===== config.mk =====
export PLATFORM = sky130hd
export DESIGN_NAME = sod_core
export DESIGN_NICKNAME = d
export VERILOG_FILES = /design/src/sod_core.v
export VERILOG_INCLUDE_DIRS = /design/src
export SDC_FILE = /design/constraint.sdc
export NUM_CORES = 2
export LEC_CHECK = 0
export ABC_AREA = 1
export BUFFER_PORTS_ARGS = -buffer_cell sky130_fd_sc_hd__buf_2
export CORE_UTILIZATION = 59
export DETAILED_ROUTE_END_ITERATION = 7
export PLACE_DENSITY_LB_ADDON = 0.08
export SLEW_MARGIN = 20
export SYNTH_ARGS = -nofsm -noshare
export SYNTH_HDL_FRONTEND = slang
export SYNTH_SLANG_ARGS = --single-unit

===== constraint.sdc =====
create_clock -name clk -period 9 [get_ports clk]
set_clock_uncertainty 0.2 [all_clocks]
set_input_delay 1.35 -clock clk [delete_from_list [all_inputs] [get_ports clk]]
set_output_delay 1.35 -clock clk [all_outputs]
set_load 0.1 [all_outputs]

===== src/sod_defines.vh =====
// object indices, field positions, reset values and mode codes of the servo object dictionary
`ifndef SOD_DEFINES_VH
`define SOD_DEFINES_VH

// object indices used on the object access port
`define SOD_IDX_LATEST_ERROR_CODE 16'h603f
`define SOD_IDX_DRIVE_STATE_WORD 16'h6041
`define SOD_IDX_ACTUAL_POSITION 16'h6064
`define SOD_IDX_VELOCITY_CEILING 16'h607f
`define SOD_IDX_PROBE_CONFIGURATION 16'h60b8

// reset values
`define SOD_RST_VELOCITY_CEILING 32'h06400000
`define SOD_RST_PROBE_CONFIGURATION 16'h0000
`define SOD_RST_LATEST_ERROR_CODE 16'h0000

// probe configuration fields, offset within the byte of each probe
`define SOD_PRB_STRIDE 8
`define SOD_PRB_ENABLE 0
`define SOD_PRB_CONTINUOUS 1
`define SOD_PRB_SOURCE 2
`define SOD_PRB_RISE_EN 4
`define SOD_PRB_FALL_EN 5

// drive state word bit positions
`define SOD_SW_READY 0
`define SOD_SW_SERVO_ON_CMD 1
`define SOD_SW_OP_ENABLED 2
`define SOD_SW_FAULT 3
`define SOD_SW_VOLTAGE 4
`define SOD_SW_QUICK_STOP_N 5
`define SOD_SW_SWITCH_ON_DIS 6
`define SOD_SW_ALARM 7
`define SOD_SW_REMOTE 9
`define SOD_SW_TARGET_REACHED 10
`define SOD_SW_INTERNAL_LIMIT 11
`define SOD_SW_MODE_LO 12
`define SOD_SW_MODE_HI 13
`define SOD_SW_HOMING_DONE 15

// error code field width
`define SOD_ERR_CODE_W 12

// operating mode codes
`define SOD_MODE_PROFILE_VELOCITY 8'h03
`define SOD_MODE_PROFILE_TORQUE 8'h04
`define SOD_MODE_CYCLIC_SYNC_POSITION 8'h08
`define SOD_MODE_SPEED_TORQUE 8'hfc

`endif


===== src/sod_core.v =====
// servo object dictionary slice: velocity ceiling, touch probes, state word, position, error code
`timescale 1ns/10ps
`include "sod_defines.vh"

module sod_core (
   // clock and reset
   input wire clk,
   input wire srst,
   // object access port
   input wire obj_rd,
   input wire obj_wr,
   input wire [15:0] obj_index,
   input wire [31:0] obj_wdata,
   output reg [31:0] obj_rdata,
   output reg obj_ack,
   output reg obj_err,
   // speed path
   input wire [7:0] op_mode,
   input wire [31:0] speed_request,
   output reg [31:0] speed_command,
   output reg speed_limited,
   // position path
   input wire [31:0] position_target,
   input wire [31:0] software_limit,
   input wire limit_hit,
   output reg [31:0] effective_target,
   input wire [31:0] user_position,
   input wire [31:0] position_factor,
   output reg [31:0] pulse_position,
   // probe inputs and index
   input wire probe_one_input,
   input wire probe_two_input,
   input wire encoder_index,
   input wire absolute_encoder,
   input wire [23:0] single_turn_position,
   // probe results
   output reg [31:0] probe_one_rise_position,
   output reg [31:0] probe_one_fall_position,
   output reg [31:0] probe_two_rise_position,
   output reg [31:0] probe_two_fall_position,
   output reg [3:0] probe_latched,
   // drive state inputs
   input wire drive_ready,
   input wire servo_on_cmd,
   input wire operation_enabled,
   input wire fault,
   input wire voltage_enabled,
   input wire quick_stop_active,
   input wire switch_on_disabled,
   input wire alarm,
   input wire target_reached,
   input wire homing_done,
   input wire [1:0] mode_specific,
   // error reporting
   input wire error_event,
   input wire [11:0] error_code_in
);

   // dictionary storage
   reg [31:0] velocity_ceiling;
   reg [15:0] probe_configuration;
   reg [15:0] drive_state_word;
   reg [31:0] actual_position;
   reg [15:0] latest_error_code;

   // probe state, index 0 is probe one
   reg [31:0] cap_rise [0:1];
   reg [31:0] cap_fall [0:1];
   reg [1:0] got_rise;
   reg [1:0] got_fall;
   reg [1:0] armed;
   reg [1:0] src_prev;
   reg [1:0] en_prev;
   reg index_prev;
   wire [1:0] probe_pin;
   wire index_level;

   // speed clamp helpers
   wire limit_mode;
   wire signed [33:0] req_ext;
   wire signed [33:0] ceil_pos;
   wire signed [33:0] ceil_neg;
   reg [31:0] next_speed;
   reg next_limited;
   wire [63:0] pulse_product;

   assign probe_pin = {probe_two_input, probe_one_input};

   // absolute encoders have no index track, so zero of the single turn stands in for it
   assign index_level = absolute_encoder ? (single_turn_position == 24'h000000) :
                        encoder_index;

   // ---------------------------------------------------------------
   // object access: reads and writes answer one cycle after the strobe
   // ---------------------------------------------------------------
   always @(posedge clk) begin
      if (srst) begin
         velocity_ceiling <= `SOD_RST_VELOCITY_CEILING;
         probe_configuration <= `SOD_RST_PROBE_CONFIGURATION;
         obj_rdata <= 32'h00000000;
         obj_ack <= 1'b0;
         obj_err <= 1'b0;
      end else begin
         obj_ack <= obj_rd | obj_wr;
         obj_err <= 1'b0;
         if (obj_wr) begin
            case (obj_index)
               `SOD_IDX_VELOCITY_CEILING: begin
                  velocity_ceiling <= obj_wdata;
               end
               `SOD_IDX_PROBE_CONFIGURATION: begin
                  probe_configuration <= obj_wdata[15:0];
               end
               // read-only objects refuse writes, as do unknown indices
               default: begin
                  obj_err <= 1'b1;
               end
            endcase
         end else if (obj_rd) begin
            case (obj_index)
               `SOD_IDX_LATEST_ERROR_CODE: begin
                  obj_rdata <= {16'h0000, latest_error_code};
               end
               `SOD_IDX_DRIVE_STATE_WORD: begin
                  obj_rdata <= {16'h0000, drive_state_word};
               end
               `SOD_IDX_ACTUAL_POSITION: begin
                  obj_rdata <= actual_position;
               end
               `SOD_IDX_VELOCITY_CEILING: begin
                  obj_rdata <= velocity_ceiling;
               end
               `SOD_IDX_PROBE_CONFIGURATION: begin
                  obj_rdata <= {16'h0000, probe_configuration};
               end
               default: begin
                  obj_rdata <= 32'h00000000;
                  obj_err <= 1'b1;
               end
            endcase
         end
      end
   end

   // ---------------------------------------------------------------
   // speed ceiling
   // ---------------------------------------------------------------
   // cyclic synchronous position and all other modes pass the request untouched
   assign limit_mode = (op_mode == `SOD_MODE_PROFILE_VELOCITY) ||
                       (op_mode == `SOD_MODE_PROFILE_TORQUE) ||
                       (op_mode == `SOD_MODE_SPEED_TORQUE);
   assign req_ext = {{2{speed_request[31]}}, speed_request};
   // two extra bits so a ceiling above the signed range never wraps negative
   assign ceil_pos = {2'b00, velocity_ceiling};
   assign ceil_neg = -ceil_pos;

   always @* begin
      next_speed = speed_request;
      next_limited = 1'b0;
      if (limit_mode) begin
         // torque loop may accelerate the motor, but only up to the ceiling
         if (req_ext > ceil_pos) begin
            next_speed = velocity_ceiling;
            next_limited = 1'b1;
         end else if (req_ext < ceil_neg) begin
            next_speed = ceil_neg[31:0];
            next_limited = 1'b1;
         end
      end
   end

   always @(posedge clk) begin
      if (srst) begin
         speed_command <= 32'h00000000;
         speed_limited <= 1'b0;
      end else begin
         speed_command <= next_speed;
         speed_limited <= next_limited;
      end
   end

   // ---------------------------------------------------------------
   // position, limit target and gear factor
   // ---------------------------------------------------------------
   // low word only: a factor that overflows 32 bits wraps, as the pulse counter would
   assign pulse_product = user_position * position_factor;

   always @(posedge clk) begin
      if (srst) begin
         actual_position <= 32'h00000000;
         pulse_position <= 32'h00000000;
         effective_target <= 32'h00000000;
      end else begin
         actual_position <= user_position;
         pulse_position <= pulse_product[31:0];
         effective_target <= limit_hit ? software_limit : position_target;
      end
   end

   // ---------------------------------------------------------------
   // drive state word and latest error
   // ---------------------------------------------------------------
   always @(posedge clk) begin
      if (srst) begin
         drive_state_word <= 16'h0000;
         latest_error_code <= `SOD_RST_LATEST_ERROR_CODE;
      end else begin
         // each bit except the fixed bits 8, 9 and 14 mirrors the acknowledged state of the drive sequencer
         drive_state_word[`SOD_SW_READY] <= drive_ready;
         drive_state_word[`SOD_SW_SERVO_ON_CMD] <= servo_on_cmd;
         drive_state_word[`SOD_SW_OP_ENABLED] <= operation_enabled;
         drive_state_word[`SOD_SW_FAULT] <= fault;
         drive_state_word[`SOD_SW_VOLTAGE] <= voltage_enabled;
         drive_state_word[`SOD_SW_QUICK_STOP_N] <= ~quick_stop_active;
         drive_state_word[`SOD_SW_SWITCH_ON_DIS] <= switch_on_disabled;
         drive_state_word[`SOD_SW_ALARM] <= alarm;
         drive_state_word[8] <= 1'b0;
         drive_state_word[`SOD_SW_REMOTE] <= 1'b1;
         drive_state_word[`SOD_SW_TARGET_REACHED] <= target_reached;
         drive_state_word[`SOD_SW_INTERNAL_LIMIT] <= limit_hit;
         drive_state_word[`SOD_SW_MODE_LO] <= mode_specific[0];
         drive_state_word[`SOD_SW_MODE_HI] <= mode_specific[1];
         drive_state_word[14] <= 1'b0;
         drive_state_word[`SOD_SW_HOMING_DONE] <= homing_done;
         if (error_event) begin
            latest_error_code <= {4'h0, error_code_in};
         end
      end
   end

   always @(posedge clk) begin
      if (srst) begin
         index_prev <= 1'b0;
      end else begin
         index_prev <= index_level;
      end
   end

   // ---------------------------------------------------------------
   // touch probes, one instance of the same logic per probe
   // ---------------------------------------------------------------
   genvar p;
   generate
      for (p = 0; p < 2; p = p + 1) begin : g_probe
         wire en;
         wire cont;
         wire src;
         wire rise_en;
         wire fall_en;
         wire sel;
         wire sel_prev;
         wire rise_ok;
         wire fall_ok;
         assign en = probe_configuration[p * `SOD_PRB_STRIDE + `SOD_PRB_ENABLE];
         assign cont = probe_configuration[p * `SOD_PRB_STRIDE + `SOD_PRB_CONTINUOUS];
         assign src = probe_configuration[p * `SOD_PRB_STRIDE + `SOD_PRB_SOURCE];
         assign rise_en = probe_configuration[p * `SOD_PRB_STRIDE + `SOD_PRB_RISE_EN];
         assign fall_en = probe_configuration[p * `SOD_PRB_STRIDE + `SOD_PRB_FALL_EN];
         assign sel = src ? index_level : probe_pin[p];
         // previous level follows the same source choice so a switch does not fake an edge
         assign sel_prev = src ? index_prev : src_prev[p];
         // the index track has no usable rising edge for latching
         assign rise_ok = en & armed[p] & rise_en & ~src & sel & ~sel_prev;
         assign fall_ok = en & armed[p] & fall_en & ~sel & sel_prev;

         always @(posedge clk) begin
            if (srst) begin
               cap_rise[p] <= 32'h00000000;
               cap_fall[p] <= 32'h00000000;
               got_rise[p] <= 1'b0;
               got_fall[p] <= 1'b0;
               armed[p] <= 1'b0;
               src_prev[p] <= 1'b0;
               en_prev[p] <= 1'b0;
            end else begin
               src_prev[p] <= probe_pin[p];
               en_prev[p] <= en;
               if (!en) begin
                  // disabling clears the flags; captured values stay readable
                  got_rise[p] <= 1'b0;
                  got_fall[p] <= 1'b0;
                  armed[p] <= 1'b0;
               end else begin
                  if (!en_prev[p]) begin
                     armed[p] <= 1'b1;
                  end else if ((rise_ok | fall_ok) & ~cont) begin
                     armed[p] <= 1'b0;
                  end
                  if (rise_ok) begin
                     cap_rise[p] <= user_position;
                     got_rise[p] <= 1'b1;
                  end
                  if (fall_ok) begin
                     cap_fall[p] <= user_position;
                     got_fall[p] <= 1'b1;
                  end
               end
            end
         end
      end
   endgenerate

   // register the result ports so the master never sees a half-updated capture
   always @(posedge clk) begin
      if (srst) begin
         probe_one_rise_position <= 32'h00000000;
         probe_one_fall_position <= 32'h00000000;
         probe_two_rise_position <= 32'h00000000;
         probe_two_fall_position <= 32'h00000000;
         probe_latched <= 4'h0;
      end else begin
         probe_one_rise_position <= cap_rise[0];
         probe_one_fall_position <= cap_fall[0];
         probe_two_rise_position <= cap_rise[1];
         probe_two_fall_position <= cap_fall[1];
         probe_latched <= {got_fall[1], got_rise[1], got_fall[0], got_rise[0]};
      end
   end

endmodule // sod_core


==> impl_metrics.toml <==
[status]
status = "complete, no violations"

[setup_path]
cp_common_cell = "fa_1"
reg2reg_slack_ps = 3120
end_kind = "register"
crit_type = "in2reg"
critPathArrivalTime_ps = 8150
timing.rr.start = "velocity_ceiling[0]$_SDFFE_PP0P_"
worstSetupStartpointType = "input port"
critPathSlowestCell = "fa_1"
max_stage_delay_ps = 540
required_ps = 9290
reg2reg_to = "speed_command[10]$_SDFF_PP0_"
crit_start = "position_factor[6]"
reg2reg_depth = 25
path_max_fanout = 15

[drt]
wl_per_cell_um = 19.5
routed_wl_mm = 116
dr.pass1.iters = 6
antenna_left = 0
drcViolationCount = 0
drt_iter0_drc = 2925
vias_per_cell = 5.27
num_vias = 31400

[synth]
syn-instance-count = 4657
synth_area_leaders = "fa_1 (22%), dfxtp_1 (20%), inv_1 (11%), edfxtp_1 (10%), nand2_1 (8.9%)"
syn_area_um2 = 37300
synth.net_count = 5529
avgSynthCellArea_um2 = 8.00
synth_top_cell_by_area = "fa_1"
synth_ff_type = "dfxtp_1"
synth_compound_area_share_pct = 7.30
synth_top_family_by_area = "adder cells"
async_flop_share_pct = 0
synthMuxAreaShare_pct = 0
seq_area_frac_synth_pct = 30.7
ys_ff_latch = 508
synth_edf_count = 128
synth-xor-area-share_pct = 0.964
synth_top_area_share_pct = 21.9
synth_cell_types = 60
synthSimpleGateAreaFrac_pct = 18.5
yosys.area_share.adder_pct = 28.3
synth_warnings = 0

[sta]
fmax_mhz = 127
fin_setup_tns_ps = 0
setup-violations-final = 0
post-route-period-util_pct = 87.4
max_slew.worst_pin.slew_ps = 1050
slew_headroom_pct = 29.7
rsz0062_at_grt = "false"
slew_viol_final = 0
period_minus_slack_ps = 7870
hold_viol = 0

[min_path]
min-delay-start = "en_prev[1]$_SDFF_PP0_"
min_delay_path_depth = 1
hold_end = "armed[1]$_SDFFE_PP0P_"
worstHoldPathType = "reg2reg"

[finish]
final_nets = 5940
areaGrowthSynthToFinish_pct = 13.0
drive_gt1_share_pct = 15.4

[die]
coreArea_um2 = 62100
initial_core_util_pct = 60.0
die-area_um2 = 64200
dieWidth_um = 253
die_h_um = 253
num_rows = 91
io_pins = 537

[clock_network]
cts_hold_buf = 0
worstSkewPairLatency_ps = 630
cts_setup_buffers = 0
clk_pin_slew_worst_paths_ps = 60
cts_tree = "yes"
cts_made_buffers = 51
cts_max_path_buffers = 3
root_buffer = "clkbuf_16"
clock_sinks = 508
postCtsResizedCells = 0
h-tree-depth = 2

[place]
numPortBuffers = 536
hpwl_mm = 89.9
gp_congestion = 0.973

[global_route]
grt_overflow = 0
track_usage_pct = 36.4
grt_max_degree = 170
grt_pass1_vias = 30400
antenna_found_initial = 13
grt_pass1_wl_mm = 176

[flow_run]
drv_cap = 0
cells in the mapped netlist (6+ instances only):
library cell and n:
nor2_2 8, a31oi_1 12, fa_1 408, a21oi_2 23, buf_4 6, xor2_1 33
clkbuf_1 150, nor2_1 514, nand2_1 888, inv_2 14, o21ai_0 195, nand3_2 18
nand4_1 36, nor3_1 20, o21ai_1 6, o21ai_2 14, o22ai_1 15, xnor2_1 8
nand3_1 98, o21a_1 7, inv_1 1139, nand2_2 41, buf_2 28, a211oi_1 15
a311oi_1 11, buf_1 23, a21oi_1 158, dfxtp_1 380, edfxtp_1 128, ha_1 190
nor4_1 14
state kept, by name, summed over array words and instances (netlist names), 4 cells and up:
register,flops
drive_state_word,14
probe_two_fall_position,32
obj_rdata,32
probe_one_rise_position,32
probe_latched,4
velocity_ceiling,32
probe_two_rise_position,32
pulse_position,32
probe_configuration,16
speed_command,32
cap_fall,64
actual_position,32
latest_error_code,12
effective_target,32
probe_one_fall_position,32
cap_rise,64
worst max-delay path: cells and delay by family:
family | cells | cell delay (ps)
compound gates | 4 | 620
fa+ha+maj | 9 | 4240
simple gates | 5 | 900
buf+inv | 8 | 990
layer usage:
metal	global-route usage, %	vias up	part of all wire [%]
li1	-	14700	-
met3	5.80	248	9.0
met5	0	-	0.078
met1	47.9	15000	39
met4	14.8	14	4.4
met2	60.0	1480	48
logic make-up (layout without fill, tap and decap cells):
logic type,after synthesis,in the layout
AO/OA/AOI/OAI,477,477
XOR/XNOR,41,41
adder cells (fa/ha/maj),598,598
buffers and inverters,1373,1825
flip-flops,508,508
other,0,12
AND/OR/NAND/NOR,1660,1660
cell usage in the layout (no fill, tap or decap), types with 13 or more instances in the layout:
cell       instances
buf_4             36
nand4_1           36
nand2_1          888
clkbuf_1          17
fa_1             408
dfxtp_1          380
xor2_1            33
clkbuf_8          18
nand2_2           41
inv_1           1138
inv_2             14
o21ai_2           14
nand3_2           18
o21ai_0          195
clkbuf_16         51
a21oi_2           23
nand3_1           98
a21oi_1          158
nor2_1           513
a211oi_1          15
edfxtp_1         128
buf_2            535
nor3_1            20
ha_1             190
o22ai_1           15
nor4_1            13
stage by stage:
| step | instances | hold WS (ps) | utilization [%] | setup slack, ps | cell area (um^2) |
|---|---|---|---|---|---|
| after global placement | 5852 | 195 | 65.1 | 490 | 40400 |
| after global routing | 5951 | 211 | 67.8 | 708 | 42100 |
| after CTS | 5946 | 192 | 67.8 | 1190 | 42100 |
| after detailed placement | 5852 | 199 | 65.1 | 601 | 40400 |
| after floorplan | 4657 | 187 | - | 1220 | 37300 |
| final | 5958 | 186 | 67.9 | 1130 | 42100 |
cell type report:
| class | count | area (um^2) |
|---|---|---|
| multi-input cells | 2776 | 20500 |
| repair buffers | 574 | 3000 |
| diodes | 12 | 30.0 |
| clock inverters | 9 | 126 |
| flip-flops and latches | 508 | 11500 |
| fillers | 5368 | 19900 |
| clock buffers | 85 | 1570 |
| well taps | 837 | 1050 |
| inverters | 1157 | 4340 |
worst max-delay path by stage:
stage / to / cells after the start
after CTS: pulse_position[29]$_SDFF_PP0_ / 23
after global routing: pulse_position[29]$_SDFF_PP0_ / 25
final: pulse_position[26]$_SDFF_PP0_ / 26
after global placement: pulse_position[29]$_SDFF_PP0_ / 22
after detailed placement: pulse_position[29]$_SDFF_PP0_ / 24
after floorplan: pulse_position[29]$_SDFF_PP0_ / 24
Power is left out: the tool's default activity adds up to more than one toggle a clock period on the data nets, which glitch-free logic cannot reach.
